`config.mk`:
```
export PLATFORM = sky130hd
export DESIGN_NAME = atcr_task_file
export DESIGN_NICKNAME = d
export VERILOG_FILES = /design/src/hw/atcr_pkg.sv /design/src/hw/atcr_dec_if.sv /design/src/hw/atcr_pin_sync.sv /design/src/hw/atcr_cmd_decode.sv /design/src/hw/atcr_task_file.sv
export SDC_FILE = /design/constraint.sdc
export NUM_CORES = 1
export LEC_CHECK = 0
export BUFFER_PORTS_ARGS = -buffer_cell sky130_fd_sc_hd__buf_4
export CAP_MARGIN = 20
export CORE_UTILIZATION = 52
export DETAILED_ROUTE_END_ITERATION = 10
export PLACE_DENSITY_LB_ADDON = 0.15
export SLEW_MARGIN = 20
export SYNTH_ARGS = -nofsm -noshare
export SYNTH_HDL_FRONTEND = slang
export SYNTH_SLANG_ARGS = --single-unit
```
`constraint.sdc`:
```
create_clock -name clk_sys -period 2.5 [get_ports clk_sys]
set_input_delay 0.375 -clock clk_sys [delete_from_list [all_inputs] [get_ports clk_sys]]
set_output_delay 0.375 -clock clk_sys [all_outputs]
set_load 0.02 [all_outputs]
```
`src/hw/atcr_pkg.sv`:
```
// Constants and types shared by the task-file command control block.
// Notes on behaviour
// Start a command only after a command write, with busy clear and ready set.
// The byte written to the command register selects the disk operation.
// An unknown command code ends at once with an aborted-command error.
// Every command register write drops the pending interrupt request.
// Codes 40h and 41h are verify-read, 42h its extended form.
// Code 27h is extended read-native-maximum, F8h its short form.
// The host loads every used parameter register before writing the command.
// Parameters a command does not use are ignored and passed on as zero.
// Drive select is bit 4 of the drive/head register.
// Head select is bits 3 to 0 of the drive/head register.
// The cylinder is built from the cylinder low and high registers.
// Features come from the register that also serves as write precompensation.
// Alternate status reads return exactly the primary status bits.
// Alternate status reads never acknowledge or clear a pending interrupt.
// Any command register write clears the high-order-byte select bit.
// Device control bits 6 to 4 and 0 are unused; host writes bit 3 as one.
// While soft reset is one, hold busy and return internal registers to reset.
// Soft reset acts on both chained drives, whatever drive select holds.
// With interrupts enabled and this drive selected, the interrupt line is driven.
// With interrupts disabled the interrupt line stays undriven.
// Busy sets on a command write and holds until completion or data request.
// A primary status read while an interrupt is pending clears it.
// A command write while busy or not ready starts nothing.
package atcr_pkg;
  localparam logic [2:0] ADDR_FEAT = 3'h1;
  localparam logic [2:0] ADDR_LAST_PARAM = 3'h5;
  localparam logic [2:0] ADDR_DRV_HEAD = 3'h6;
  localparam logic [2:0] ADDR_CMD_STAT = 3'h7;
  localparam logic [2:0] ADDR_ALT_DEVCTL = 3'h6;
  localparam int DC_HOB = 7;
  localparam int DC_SOFT_RESET_BIT = 2;
  localparam int DC_IDIS = 1;
  localparam int DH_DRV = 4;
  localparam int DH_HEAD_MSB = 3;
  localparam int ERR_ABORT_BIT = 2;
  localparam int USE_SC = 5;
  localparam int USE_SN = 4;
  localparam int USE_CY = 3;
  localparam int USE_DRV_BIT = 2;
  localparam int USE_HD = 1;
  localparam int USE_FT = 0;
  localparam logic [5:0] USE_DRV = 6'h04;
  localparam logic [5:0] USE_XFER = 6'h3e;
  localparam logic [5:0] USE_SEEK = 6'h0e;
  localparam logic [5:0] USE_INIT = 6'h26;
  localparam logic [5:0] USE_LOAD = 6'h35;
  localparam logic [5:0] USE_SMART = 6'h0d;
  localparam logic [5:0] USE_DRVFT = 6'h05;
  localparam logic [5:0] USE_SCDRV = 6'h24;
  localparam logic [7:0] CMD_VERIFY = 8'h40;
  localparam logic [7:0] CMD_VERIFY_ALT = 8'h41;
  localparam logic [7:0] CMD_VERIFY_EXT = 8'h42;
  localparam logic [7:0] CMD_NATMAX_EXT = 8'h27;
  localparam logic [7:0] CMD_NATMAX = 8'hf8;
  localparam logic [7:0] REG_RST = 8'h00;
  localparam int PIN_W = 15;
  localparam logic [14:0] PIN_IDLE = 15'h7fff;
  typedef enum logic [2:0] {
    KIND_OTHER, KIND_VERIFY, KIND_VERIFY_EXT, KIND_NATMAX, KIND_NATMAX_EXT
  } atcr_kind_e;
endpackage

```
`src/hw/atcr_dec_if.sv`:
```
// Carrier between the task-file control and the command code decoder.
`timescale 1ns/100ps
interface atcr_dec_if;
  logic [7:0] code;
  logic known;
  logic [5:0] useMask;
  atcr_pkg::atcr_kind_e kind;
  modport dec (input code, output known, useMask, kind);
  modport ctl (output code, input known, useMask, kind);
endinterface

```
`src/hw/atcr_pin_sync.sv`:
```
// Three-stage synchroniser with agreement filter for the task-file pins.
`timescale 1ns/100ps
module atcr_pin_sync #(
  parameter int W = 15,
  parameter logic [W-1:0] IDLE = '1
) (
  input wire logic clk_sys,
  input wire logic soft_reset_bit,
  input wire logic [W-1:0] pinIn,
  output logic [W-1:0] pinStable
);
  logic [W-1:0] s1_q;
  logic [W-1:0] s2_q;
  logic [W-1:0] s3_q;
  logic [W-1:0] stable_q;

  always_ff @(posedge clk_sys) begin
    if (soft_reset_bit) begin
      s1_q <= IDLE;
      s2_q <= IDLE;
      s3_q <= IDLE;
    end else begin
      s1_q <= pinIn;
      s2_q <= s1_q;
      s3_q <= s2_q;
    end
  end

  // A bit moves only when the last two stages agree, so one noisy sample is dropped.
  always_ff @(posedge clk_sys) begin
    if (soft_reset_bit) begin
      stable_q <= IDLE;
    end else begin
      stable_q <= (s2_q & s3_q) | (stable_q & (s2_q ^ s3_q));
    end
  end

  assign pinStable = stable_q;
endmodule

```
`src/hw/atcr_cmd_decode.sv`:
```
// Command code table: known codes, parameter use and special kinds.
`timescale 1ns/100ps
module atcr_cmd_decode (
  atcr_dec_if.dec dif
);
  function automatic logic [6:0] lookUp(input logic [7:0] c);
    logic [6:0] r;
    r = 7'h00;
    casez (c)
      8'h00, 8'h1?, 8'h27, 8'h90, 8'he4, 8'he7, 8'he8, 8'hea, 8'hec,
      8'hf1, 8'hf2, 8'hf3, 8'hf4, 8'hf5, 8'hf6, 8'hf8: begin
        r = {1'b1, atcr_pkg::USE_DRV};
      end
      8'h20, 8'h21, 8'h24, 8'h25, 8'h29, 8'h30, 8'h31, 8'h34, 8'h35,
      8'h37, 8'h39, 8'h3c, 8'h40, 8'h41, 8'h42, 8'hc4, 8'hc5, 8'hc8,
      8'hc9, 8'hca, 8'hcb, 8'hf9: begin
        r = {1'b1, atcr_pkg::USE_XFER};
      end
      8'h50, 8'h7?: begin
        r = {1'b1, atcr_pkg::USE_SEEK};
      end
      8'h91: begin
        r = {1'b1, atcr_pkg::USE_INIT};
      end
      8'h92: begin
        r = {1'b1, atcr_pkg::USE_LOAD};
      end
      8'hb0: begin
        r = {1'b1, atcr_pkg::USE_SMART};
      end
      8'hb1, 8'hef, 8'hfc: begin
        r = {1'b1, atcr_pkg::USE_DRVFT};
      end
      8'hc6, 8'he0, 8'he1, 8'he2, 8'he3, 8'he5, 8'he6, 8'h94, 8'h95,
      8'h96, 8'h97, 8'h98, 8'h99: begin
        r = {1'b1, atcr_pkg::USE_SCDRV};
      end
      default: begin
        r = 7'h00;
      end
    endcase
    return r;
  endfunction

  logic [6:0] entry;

  always_comb begin
    entry = lookUp(dif.code);
    dif.known = entry[6];
    dif.useMask = entry[5:0];
    case (dif.code)
      atcr_pkg::CMD_VERIFY, atcr_pkg::CMD_VERIFY_ALT: dif.kind = atcr_pkg::KIND_VERIFY;
      atcr_pkg::CMD_VERIFY_EXT: dif.kind = atcr_pkg::KIND_VERIFY_EXT;
      atcr_pkg::CMD_NATMAX: dif.kind = atcr_pkg::KIND_NATMAX;
      atcr_pkg::CMD_NATMAX_EXT: dif.kind = atcr_pkg::KIND_NATMAX_EXT;
      default: dif.kind = atcr_pkg::KIND_OTHER;
    endcase
  end
endmodule

```
`src/hw/atcr_task_file.sv`:
```
// Task-file command, alternate status and device control logic of the drive.
`timescale 1ns/100ps
module atcr_task_file (
  input wire logic clk_sys,
  input wire logic soft_reset_bit,
  input wire logic chipSelect0N,
  input wire logic chipSelect1N,
  input wire logic [2:0] regAddrLines,
  input wire logic [7:0] dataIn,
  input wire logic iorN,
  input wire logic iowN,
  output logic [7:0] dataOut,
  output logic dataOe,
  output logic intrqOut,
  output logic intrqOe,
  input wire logic driveId,
  input wire logic driveReadyFlag,
  input wire logic deviceFault,
  input wire logic seekComplete,
  input wire logic dataRequest,
  input wire logic cmdDone,
  input wire logic irqEvent,
  output logic cmdStart,
  output logic [7:0] cmdCode,
  output atcr_pkg::atcr_kind_e cmdKind,
  output logic [15:0] sectorCountParam,
  output logic [15:0] sectorNumberParam,
  output logic [31:0] cylinderParam,
  output logic driveSelectParam,
  output logic [3:0] headSelectParam,
  output logic [15:0] featuresParam,
  output logic busyFlag,
  output logic softResetOut,
  output logic highOrderByteSelect,
  output logic abortErr
);
  logic [14:0] pinStable;
  logic cs0N;
  logic cs1N;
  logic [2:0] addrS;
  logic [7:0] dataS;
  logic iorS;
  logic iowS;
  logic iowPrev_q;
  logic iorPrev_q;
  logic wrEnd;
  logic rdStart;
  logic wrCmd;
  logic wrDevCtl;
  logic rdStatus;
  logic rdAlt;
  logic accept;
  logic startNow;
  logic abortNow;
  logic internalRst;
  logic rstHeld_q;
  logic busyFlag_q;
  logic softResetBit_q;
  logic interruptDisableBit_q;
  logic hob_q;
  logic errBit_q;
  logic intPending_q;
  logic [7:0] tfCur_q [1:5];
  logic [7:0] tfPrev_q [1:5];
  logic [7:0] drvHead_q;
  logic [7:0] statusByte;
  logic [7:0] readMux;
  logic readSel;
  logic [7:0] dataOut_q;
  logic dataOe_q;
  logic intrqOut_q;
  logic intrqOe_q;
  logic cmdStart_q;
  logic [7:0] cmdCode_q;
  atcr_pkg::atcr_kind_e cmdKind_q;
  logic [15:0] sectorCount_q;
  logic [15:0] sectorNumber_q;
  logic [31:0] cylinder_q;
  logic driveSel_q;
  logic [3:0] headSel_q;
  logic [15:0] features_q;

  atcr_dec_if dIf ();

  // Every host pin is asynchronous to the drive clock.
  atcr_pin_sync #(
    .W(atcr_pkg::PIN_W),
    .IDLE(atcr_pkg::PIN_IDLE)
  ) uSync (
    .clk_sys(clk_sys),
    .soft_reset_bit(soft_reset_bit),
    .pinIn({chipSelect0N, chipSelect1N, regAddrLines, dataIn, iorN, iowN}),
    .pinStable(pinStable)
  );

  atcr_cmd_decode uDecode (
    .dif(dIf)
  );

  assign cs0N = pinStable[14];
  assign cs1N = pinStable[13];
  assign addrS = pinStable[12:10];
  assign dataS = pinStable[9:2];
  assign iorS = pinStable[1];
  assign iowS = pinStable[0];
  assign dIf.code = dataS;

  function automatic logic hits(input logic b0N, input logic b1N, input logic cs1,
                                input logic [2:0] a, input logic [2:0] want);
    return (cs1 ? (b0N && !b1N) : (!b0N && b1N)) && (a == want);
  endfunction

  // Writes take effect at the end of the strobe, when the host data is settled.
  always_ff @(posedge clk_sys) begin
    if (soft_reset_bit) begin
      iowPrev_q <= 1'b1;
      iorPrev_q <= 1'b1;
    end else begin
      iowPrev_q <= iowS;
      iorPrev_q <= iorS;
    end
  end

  assign wrEnd = !iowPrev_q && iowS;
  assign rdStart = iorPrev_q && !iorS;
  assign wrCmd = wrEnd && hits(cs0N, cs1N, 1'b0, addrS, atcr_pkg::ADDR_CMD_STAT);
  assign wrDevCtl = wrEnd && hits(cs0N, cs1N, 1'b1, addrS, atcr_pkg::ADDR_ALT_DEVCTL);
  assign rdStatus = rdStart && hits(cs0N, cs1N, 1'b0, addrS, atcr_pkg::ADDR_CMD_STAT);
  assign rdAlt = rdStart && hits(cs0N, cs1N, 1'b1, addrS, atcr_pkg::ADDR_ALT_DEVCTL);

  assign internalRst = soft_reset_bit || softResetBit_q;
  assign accept = wrCmd && !busyFlag_q && driveReadyFlag && !softResetBit_q;
  assign startNow = accept && dIf.known;
  assign abortNow = accept && !dIf.known;

  // Device control is taken by both chained drives regardless of drive select.
  always_ff @(posedge clk_sys) begin
    if (soft_reset_bit) begin
      softResetBit_q <= 1'b0;
      interruptDisableBit_q <= 1'b0;
    end else if (wrDevCtl) begin
      softResetBit_q <= dataS[atcr_pkg::DC_SOFT_RESET_BIT];
      interruptDisableBit_q <= dataS[atcr_pkg::DC_IDIS];
    end
  end

  always_ff @(posedge clk_sys) begin
    if (soft_reset_bit) begin
      hob_q <= 1'b0;
    end else if (wrCmd) begin
      hob_q <= 1'b0;
    end else if (wrDevCtl) begin
      hob_q <= dataS[atcr_pkg::DC_HOB];
    end
  end

  // Parameter writes are dropped while busy so a running command keeps its inputs.
  always_ff @(posedge clk_sys) begin
    if (internalRst) begin
      for (int i = 1; i <= 5; i++) begin
        tfCur_q[i] <= atcr_pkg::REG_RST;
        tfPrev_q[i] <= atcr_pkg::REG_RST;
      end
    end else if (wrEnd && !busyFlag_q && !cs0N && cs1N && addrS >= atcr_pkg::ADDR_FEAT
                 && addrS <= atcr_pkg::ADDR_LAST_PARAM) begin
      tfPrev_q[addrS] <= tfCur_q[addrS];
      tfCur_q[addrS] <= dataS;
    end
  end

  always_ff @(posedge clk_sys) begin
    if (internalRst) begin
      drvHead_q <= atcr_pkg::REG_RST;
    end else if (wrEnd && !busyFlag_q
                 && hits(cs0N, cs1N, 1'b0, addrS, atcr_pkg::ADDR_DRV_HEAD)) begin
      drvHead_q <= dataS;
    end
  end

  // Busy is released one cycle after every reset source has gone.
  always_ff @(posedge clk_sys) begin
    if (soft_reset_bit) begin
      rstHeld_q <= 1'b1;
    end else begin
      rstHeld_q <= softResetBit_q;
    end
  end

  always_ff @(posedge clk_sys) begin
    if (internalRst) begin
      busyFlag_q <= 1'b1;
    end else if (startNow) begin
      busyFlag_q <= 1'b1;
    end else if (cmdDone || dataRequest || rstHeld_q) begin
      busyFlag_q <= 1'b0;
    end
  end

  always_ff @(posedge clk_sys) begin
    if (internalRst) begin
      errBit_q <= 1'b0;
    end else if (abortNow) begin
      errBit_q <= 1'b1;
    end else if (startNow) begin
      errBit_q <= 1'b0;
    end
  end

  // A new event in the same cycle as an acknowledge keeps the request pending.
  always_ff @(posedge clk_sys) begin
    if (internalRst) begin
      intPending_q <= 1'b0;
    end else if (irqEvent || abortNow) begin
      intPending_q <= 1'b1;
    end else if (wrCmd || rdStatus) begin
      intPending_q <= 1'b0;
    end
  end

  always_ff @(posedge clk_sys) begin
    if (soft_reset_bit) begin
      intrqOut_q <= 1'b0;
      intrqOe_q <= 1'b0;
    end else begin
      intrqOut_q <= intPending_q;
      intrqOe_q <= !interruptDisableBit_q && (drvHead_q[atcr_pkg::DH_DRV] == driveId);
    end
  end

  assign statusByte = {busyFlag_q, driveReadyFlag, deviceFault, seekComplete,
                       dataRequest, 2'b00, errBit_q};

  always_comb begin
    readSel = 1'b0;
    readMux = 8'h00;
    if (!iorS && cs0N && !cs1N && addrS == atcr_pkg::ADDR_ALT_DEVCTL) begin
      readSel = 1'b1;
      readMux = statusByte;
    end else if (!iorS && !cs0N && cs1N) begin
      readSel = 1'b1;
      if (addrS == atcr_pkg::ADDR_CMD_STAT) begin
        readMux = statusByte;
      end else if (addrS == atcr_pkg::ADDR_DRV_HEAD) begin
        readMux = drvHead_q;
      end else if (addrS == atcr_pkg::ADDR_FEAT) begin
        readMux = 8'h00;
        readMux[atcr_pkg::ERR_ABORT_BIT] = errBit_q;
      end else if (addrS != 3'h0) begin
        readMux = hob_q ? tfPrev_q[addrS] : tfCur_q[addrS];
      end else begin
        readSel = 1'b0;
      end
    end
  end

  always_ff @(posedge clk_sys) begin
    if (soft_reset_bit) begin
      dataOut_q <= 8'h00;
      dataOe_q <= 1'b0;
    end else begin
      dataOut_q <= readMux;
      dataOe_q <= readSel;
    end
  end

  // Unused parameters are zeroed so later logic cannot depend on stale host data.
  always_ff @(posedge clk_sys) begin
    if (internalRst) begin
      cmdStart_q <= 1'b0;
      cmdCode_q <= 8'h00;
      cmdKind_q <= atcr_pkg::KIND_OTHER;
      sectorCount_q <= 16'h0000;
      sectorNumber_q <= 16'h0000;
      cylinder_q <= 32'h0000_0000;
      driveSel_q <= 1'b0;
      headSel_q <= 4'h0;
      features_q <= 16'h0000;
    end else begin
      cmdStart_q <= startNow;
      if (startNow) begin
        cmdCode_q <= dataS;
        cmdKind_q <= dIf.kind;
        sectorCount_q <= dIf.useMask[atcr_pkg::USE_SC] ? {tfPrev_q[2], tfCur_q[2]} : 16'h0000;
        sectorNumber_q <= dIf.useMask[atcr_pkg::USE_SN] ? {tfPrev_q[3], tfCur_q[3]} : 16'h0000;
        cylinder_q <= dIf.useMask[atcr_pkg::USE_CY] ?
                      {tfPrev_q[5], tfPrev_q[4], tfCur_q[5], tfCur_q[4]} : 32'h0000_0000;
        driveSel_q <= dIf.useMask[atcr_pkg::USE_DRV_BIT] && drvHead_q[atcr_pkg::DH_DRV];
        headSel_q <= dIf.useMask[atcr_pkg::USE_HD] ?
                     drvHead_q[atcr_pkg::DH_HEAD_MSB:0] : 4'h0;
        features_q <= dIf.useMask[atcr_pkg::USE_FT] ? {tfPrev_q[1], tfCur_q[1]} : 16'h0000;
      end
    end
  end

  assign dataOut = dataOut_q;
  assign dataOe = dataOe_q;
  assign intrqOut = intrqOut_q;
  assign intrqOe = intrqOe_q;
  assign cmdStart = cmdStart_q;
  assign cmdCode = cmdCode_q;
  assign cmdKind = cmdKind_q;
  assign sectorCountParam = sectorCount_q;
  assign sectorNumberParam = sectorNumber_q;
  assign cylinderParam = cylinder_q;
  assign driveSelectParam = driveSel_q;
  assign headSelectParam = headSel_q;
  assign featuresParam = features_q;
  assign busyFlag = busyFlag_q;
  assign softResetOut = softResetBit_q;
  assign highOrderByteSelect = hob_q;
  assign abortErr = errBit_q;
endmodule

```
Word level (Yosys, flattened, before mapping)
Memory sizes are Yosys's and may differ from the RTL's. A register that Yosys moved wholly into a read port is not among the register bits.
Cells that the tools add are included.

operators by class
  muxes and demuxes = 37
  magnitude comparators = 2
  equality and inequality tests = 62
  bitwise logic cells = 5
  reductions and logical operators = 56

operators by type and width
  kind                                            number
  == test 8 bit (second input constant)           39
  == test 8 x 6 -> 1 bit (second input constant)  13
  two-way mux 8 bit                               9
  case mux 7 bit (8 select lines)                 1
  two-way mux 16 bit                              3
  == test 8 x 7 -> 1 bit (second input constant)  4
  two-way mux 32 bit                              1
  AND 15 bit                                      2
  logical AND 1 bit                               28
  OR reduction 22 bit                             1
  two-way mux 1 bit                               17
  OR reduction 16 bit                             1
  OR reduction 8 bit                              2
  OR 15 bit                                       1
  XOR 15 bit                                      1
  OR reduction 13 bit                             1
  two-way mux 3 bit                               4
  case mux 3 bit (4 select lines)                 1
  logical NOT 1 bit                               8
  logical NOT 8 bit                               1
  OR reduction 2 bit                              4
  == test 3 bit (second input constant)           2
  logical OR 1 bit                                5
  == test 4 x 1 -> 1 bit (second input constant)  1
  other kinds (11)                                12

word-level totals
  register bits = 185
  RAM bits = 80
  bits of input ports = 24
  logic and storage cells = 192
  output and inout bits = 112
  memories kept = 2

memory list
  memory    depth  bits a word  rd ports  clocked after memory_dff  wr ports  RTL line              text
  tfCur_q   5      8            6         1                         5         atcr_task_file.sv:63  logic [7:0] tfCur_q [1:5];
  tfPrev_q  5      8            6         1                         5         atcr_task_file.sv:64  logic [7:0] tfPrev_q [1:5];

Depth between registers and ports, before layout
  depth in word-level cells = 12
  depth in mapped cells = 11
  mapped depth without buffers = 6

Hierarchy
From an unflattened synthesis, not the netlist that was laid out.

unflattened totals
  cell total of the unflattened synthesis = 922
  area total of the unflattened synthesis = 12,026.5 um^2

by module, submodules not included
  module           area each (um^2)  sequential area each (um^2)  times used  cells each
  atcr_task_file   9,680.5           6,346.1                      1           696
  atcr_pin_sync    1,831.8           1,201.2                      1           141
  atcr_cmd_decode  514.2             0.0                          1           85

Least setup slack after synthesis
OpenSTA, ideal clock, no wires.

  path type = flip-flop to flip-flop
  start = register uSync.stable_q[10] (netlist: uSync.pinStable[10])
  end = memory tfCur_q[2][0] (enable)
  path slack = -222 ps
  cell stages (with the launch flop) = 9
  arrival = 2,350 ps
  library setup time = 372 ps
  buffers on the path = 5
  required time = 2,128 ps
  clock period less this slack = 2,722 ps
  cell sequence = dfxtp_1 buf_2 buf_2 buf_2 buf_1 nor3_1 nand2_1 clkbuf_1 nand2_1

RTL lines
  item                      RTL line              text
  start: declaration        atcr_pin_sync.sv:15   logic [W-1:0] stable_q;
  start signal: assignment  atcr_pin_sync.sv:34   stable_q <= (s2_q & s3_q) | (stable_q & (s2_q ^ s3_q));
  end: declaration          atcr_task_file.sv:63

Worst setup path after layout
  start = register uSync.stable_q[3] (netlist: uSync.pinStable[3])
  end = register features_q[1] (netlist: featuresParam[1])

between the ends
  cells in the longest elaborated chain, start to end = 4
  elaborated cells between the ends (all ways) = 65
  those cells by class = eq/ne (56); mux (2); reduce/logical (7)

RTL lines
  item                                                            RTL line                                      text
  == test 8 x 6 -> 1 bit, or another cell as far along            atcr_cmd_decode.sv:9                          casez (c)
  OR reduction 22 bit, or another cell as far along               atcr_cmd_decode.sv:9
  case mux 7 bit (8 select lines) (*)                             atcr_cmd_decode.sv:9
  two-way mux 16 bit / logical AND 1 bit (equally long branches)  atcr_task_file.sv:290, atcr_task_file.sv:133
  end signal: assignment                                          atcr_task_file.sv:290                         features_q <= dIf.useMask[atcr_pkg::USE_FT] ? {tfPrev_q[1], tfCur_q[1]} : 16'h0000;
  end: declaration                                                atcr_task_file.sv:81                          logic [15:0] features_q;

Every way passes the cells marked *; elsewhere a longest branch is shown, timed or not.
A chain may end at the register's enable or synchronous reset.

==> impl_metrics.tcl <==
set metrics [dict create \
    syn_inst 986 \
    die_height_um 154 \
    reg2reg_slack_ns -0.01 \
    grt_setup_unrepaired "true" \
    design_power_total_mw 10.8 \
    first_global_vias 8549 \
    hpwl_um 21700 \
    timing.rr.start "uSync.pinStable[3]" \
    post_route_cells_drive_above_1_share_pct 31.5 \
    postLayoutSetupSlackWorst_ns -0.0138 \
    finalClockSkew_ns 0.0148 \
    drt_iter0_drc 641 \
    clock-root-buffer "sky130_fd_sc_hd__clkbuf_16" \
    place.gp.congestion 0.889 \
    globalRoute.totalOverflow 0 \
    die_width_um 154 \
    hold_path_cell_cnt 2 \
    main_area_contributors_after_synthesis "sky130_fd_sc_hd__dfxtp_1, sky130_fd_sc_hd__edfxtp_1, sky130_fd_sc_hd__a32o_1" \
    timing.slew.headroom_pct 57.2 \
    io_buffer_count 135 \
    netlist.area_leader.share_pct 30.8 \
    average_via_count_per_standard_cell 5.80 \
    syn-mean-instance-area_sq_um 12.2 \
    floorplan.die_area_sq_um 23700 \
    min-delay-path-class "primary input to register" \
    power.density_cell_area_nw_per_um2 710 \
    cts_buffers 34 \
    setup.worst_path.end_class "register" \
    worst_slew_pin_slew_ns 0.642 \
    tritoncts_clock_tree "built" \
    timing.critical_path.arrival_ns 2.96 \
    detail-route-antenna-nets 0 \
    clk_path_buf_depth 3 \
    crit_path_max_fanout 8 \
    final_core_utilization_pct 67.4 \
    finalWorstPathRequiredPeriod_ns 2.51 \
    synth_sequential_area_ratio_pct 61.3 \
    hold_start "dataIn[7]" \
    rows 55 \
    synth.lib_cells_used.distinct 68 \
    dr_total_vias 8883 \
    run_status "finished with violations" \
    asyncSetResetFlopFracSynth_pct 0 \
    min_period_over_period_pct 101 \
    critPathRequiredTime_ns 2.95 \
    power.ir.vdd_worst_mv 0.566 \
    grt_first_pass_wirelength_um 48400 \
    final_net_count 1262 \
    timing.final.hold_violations 0 \
    critPathKind "register to register" \
    timing.max_cap.violations 0 \
    floorplan.io_pins 136 \
    synth_ff_type "sky130_fd_sc_hd__dfxtp_1" \
    setup_viol 1 \
    area_inside_the_core_boundary_sq_um 22600 \
    initial_core_util_pct 53.1 \
    worst_setup_hold_path_clk_slew_ns 0.07 \
    wire_per_inst_um 20.8 \
    grt_antenna_before_repair 0 \
    firstDrtPassIters 5 \
    violations "setup timing" \
    r2r_end "featuresParam[1]" \
    synth_enable_flop_cells 122 \
    synth-seq-cells 307 \
    grt_use_total_pct 26.8 \
    whs_endpoint "uSync.s1_q[9]" \
    p_leak_nw 6.20 \
    pin_count_of_the_biggest_net_entering_global_routing 118 \
    mappedNetlistArea_sq_um 12000 \
    crit_path_start_kind "register" \
    timing.reg2reg.worst_path_depth 8 \
    drt-total-wl_um 31900 \
    timing.final.max_slew_violations 0 \
    flow.area_growth_from_synthesis_pct 27.1 \
    antenna-diode-count 0 \
    achievable-frequency_mhz 398 \
    postCtsHoldBufs 0 \
    h_tree_depth 2 \
    yosys.area.top_type "sky130_fd_sc_hd__dfxtp_1" \
    ys_warn_count 0 \
    clock_sinks 307 \
    clock_latency_ns 0.51 \
    post-route-drc-count 0 \
]
## critical path, stage by stage (launching register included)
cell and delay [ns]:
sky130_fd_sc_hd__dfxtp_4 0.37, sky130_fd_sc_hd__or4_4 0.54, sky130_fd_sc_hd__o211ai_2 0.07, sky130_fd_sc_hd__o21ai_1 0.08, sky130_fd_sc_hd__or4b_4 0.53, sky130_fd_sc_hd__o31ai_4 0.32, sky130_fd_sc_hd__buf_6 0.19, sky130_fd_sc_hd__buf_6 0.16
sky130_fd_sc_hd__a32o_1 0.19
## kinds of logic after synthesis
logic type,count (synthesis),synth area share [%]
AND/OR/NAND/NOR,315,13.4
buffers and inverters,106,3.77
adder cells (fa/ha/maj),15,1.56
flip-flops,307,61.3
XOR/XNOR,2,0.146
other,1,0.0312
multiplexers,67,8.17
AO/OA/AOI/OAI,173,11.6
## layout by cell type, fill, tap and decap left out, drive strengths merged, types with 5 or more instances in the layout
cell / synthesis / layout
buf: 28 / 233
dfxtp: 185 / 185
edfxtp: 122 / 122
nor2: 85 / 85
nand2: 73 / 73
a32o: 64 / 64
clkbuf: 47 / 57
or2: 48 / 48
conb: 1 / 42
mux2i: 34 / 34
inv: 29 / 31
mux4: 24 / 24
o21ai: 24 / 24
and3: 21 / 21
o22ai: 20 / 20
a21oi: 18 / 18
nand3: 17 / 17
a211o: 15 / 15
ha: 15 / 15
nand2b: 12 / 12
nor3: 10 / 10
mux2: 9 / 9
nor2b: 9 / 9
and2: 8 / 8
clkinv: 2 / 5
## registers in the layout (all words and copies together) (netlist names), 15 cells and up
register and cells:
uSync.pinStable 15, tfPrev_q 58, uSync.s1_q 15, featuresParam 16, cylinderParam 32, uSync.s3_q 15, sectorCountParam 16, uSync.s2_q 15
sectorNumberParam 16, tfCur_q 64
## synth_stat cells, types with 2 or more instances
| cell type | n |
|---|---|
| sky130_fd_sc_hd__clkinv_1 | 2 |
| sky130_fd_sc_hd__mux2_2 | 9 |
| sky130_fd_sc_hd__a211oi_1 | 3 |
| sky130_fd_sc_hd__nor4b_1 | 3 |
| sky130_fd_sc_hd__and2_0 | 2 |
| sky130_fd_sc_hd__edfxtp_1 | 122 |
| sky130_fd_sc_hd__nor4bb_1 | 3 |
| sky130_fd_sc_hd__o21ai_0 | 23 |
| sky130_fd_sc_hd__ha_1 | 15 |
| sky130_fd_sc_hd__nor2_1 | 85 |
| sky130_fd_sc_hd__and2_1 | 6 |
| sky130_fd_sc_hd__a32o_1 | 64 |
| sky130_fd_sc_hd__nand3b_1 | 3 |
| sky130_fd_sc_hd__mux4_2 | 24 |
| sky130_fd_sc_hd__a31oi_1 | 3 |
| sky130_fd_sc_hd__buf_1 | 4 |
| sky130_fd_sc_hd__and3_1 | 21 |
| sky130_fd_sc_hd__nand4_1 | 3 |
| sky130_fd_sc_hd__dfxtp_1 | 185 |
| sky130_fd_sc_hd__nand2_1 | 73 |
| sky130_fd_sc_hd__clkbuf_1 | 47 |
| sky130_fd_sc_hd__nor3_1 | 9 |
| sky130_fd_sc_hd__nand2b_1 | 12 |
| sky130_fd_sc_hd__o22ai_1 | 20 |
| sky130_fd_sc_hd__a221o_1 | 2 |
| sky130_fd_sc_hd__nand3_1 | 17 |
| sky130_fd_sc_hd__a2111oi_0 | 4 |
| sky130_fd_sc_hd__mux2i_1 | 34 |
| sky130_fd_sc_hd__or2_2 | 48 |
| sky130_fd_sc_hd__or3_1 | 2 |
| sky130_fd_sc_hd__nor2b_1 | 9 |
| sky130_fd_sc_hd__a211o_1 | 15 |
| sky130_fd_sc_hd__nor4_1 | 4 |
| sky130_fd_sc_hd__nor3b_1 | 3 |
| sky130_fd_sc_hd__a21oi_1 | 18 |
| sky130_fd_sc_hd__and4_1 | 2 |
| sky130_fd_sc_hd__a32oi_1 | 2 |
| sky130_fd_sc_hd__inv_1 | 29 |
| sky130_fd_sc_hd__o211ai_1 | 3 |
| sky130_fd_sc_hd__buf_2 | 20 |
| sky130_fd_sc_hd__o221ai_1 | 2 |
| sky130_fd_sc_hd__o31a_1 | 2 |
| sky130_fd_sc_hd__buf_6 | 4 |
## timing repair
action                     CTS  global route
pin swaps                    0             4
gates resized for setup      5            14
gates cloned                 0             3
setup endpoints to repair   86            94
setup buffers                0             4
## per-layer routing
| metal | vias up | track usage, % | share of wire (%) |
|---|---|---|---|
| li1 | 4086 | - | - |
| met1 | 4398 | 35.0 | 42 |
| met2 | 320 | 44.7 | 49 |
| met3 | 79 | 3.35 | 5.2 |
| met4 | 0 | 12.3 | 4.4 |
| met5 | - | 0 | 0 |
## stage by stage
stage / std cells / TNS [ns] / setup slack [ns] / hold WS, ns / instance area [sq um]
4_1_cts: 1526 / 0 / 0.0138 / 0.0390 / 15200
2_1_floorplan: 1027 / 0 / 0.00115 / 0.389 / 12200
3_5_place_dp: 1466 / -3.68 / -0.162 / 0.393 / 14000
3_3_place_gp: 1466 / -5.09 / -0.169 / 0.391 / 14000
6_report: 1532 / -0.0138 / -0.0138 / 0.0453 / 15300
5_1_grt: 1532 / -1.63 / -0.0607 / 0.0396 / 15300
## worst max-delay path by stage
stage                              from                    to  slack (ns)  cells past startpoint
floorplan           uSync.pinStable[11]         tfCur_q[2][0]       0.001                      9
global placement     uSync.pinStable[4]  sectorCountParam[14]       -0.17                      8
detailed placement   uSync.pinStable[4]  sectorCountParam[14]       -0.16                      8
CTS                  uSync.pinStable[8]     cylinderParam[20]        0.01                      8
global route         uSync.pinStable[3]            cmdKind[1]       -0.06                      8
finish               uSync.pinStable[3]      featuresParam[1]       -0.01                      8
## where the power goes
| part | switching [mW] | internal, mW | leakage (nW) |
|---|---|---|---|
| clock | 1.93 | 2.93 | 0.541 |
| sequential | 0.0740 | 5.33 | 2.68 |
| combinational | 0.330 | 0.245 | 2.98 |
| total | 2.34 | 8.50 | 6.20 |
## cell type report
cell class | instances | area [sq um]
flip-flops and latches | 307 | 7380
fillers | 1733 | 7370
multi-input cells | 614 | 4410
repair buffers | 235 | 1910
clock buffers | 55 | 1060
well taps | 285 | 357
inverters | 31 | 116
clock inverters | 5 | 35.0
(Power assumes the default switching activity.)
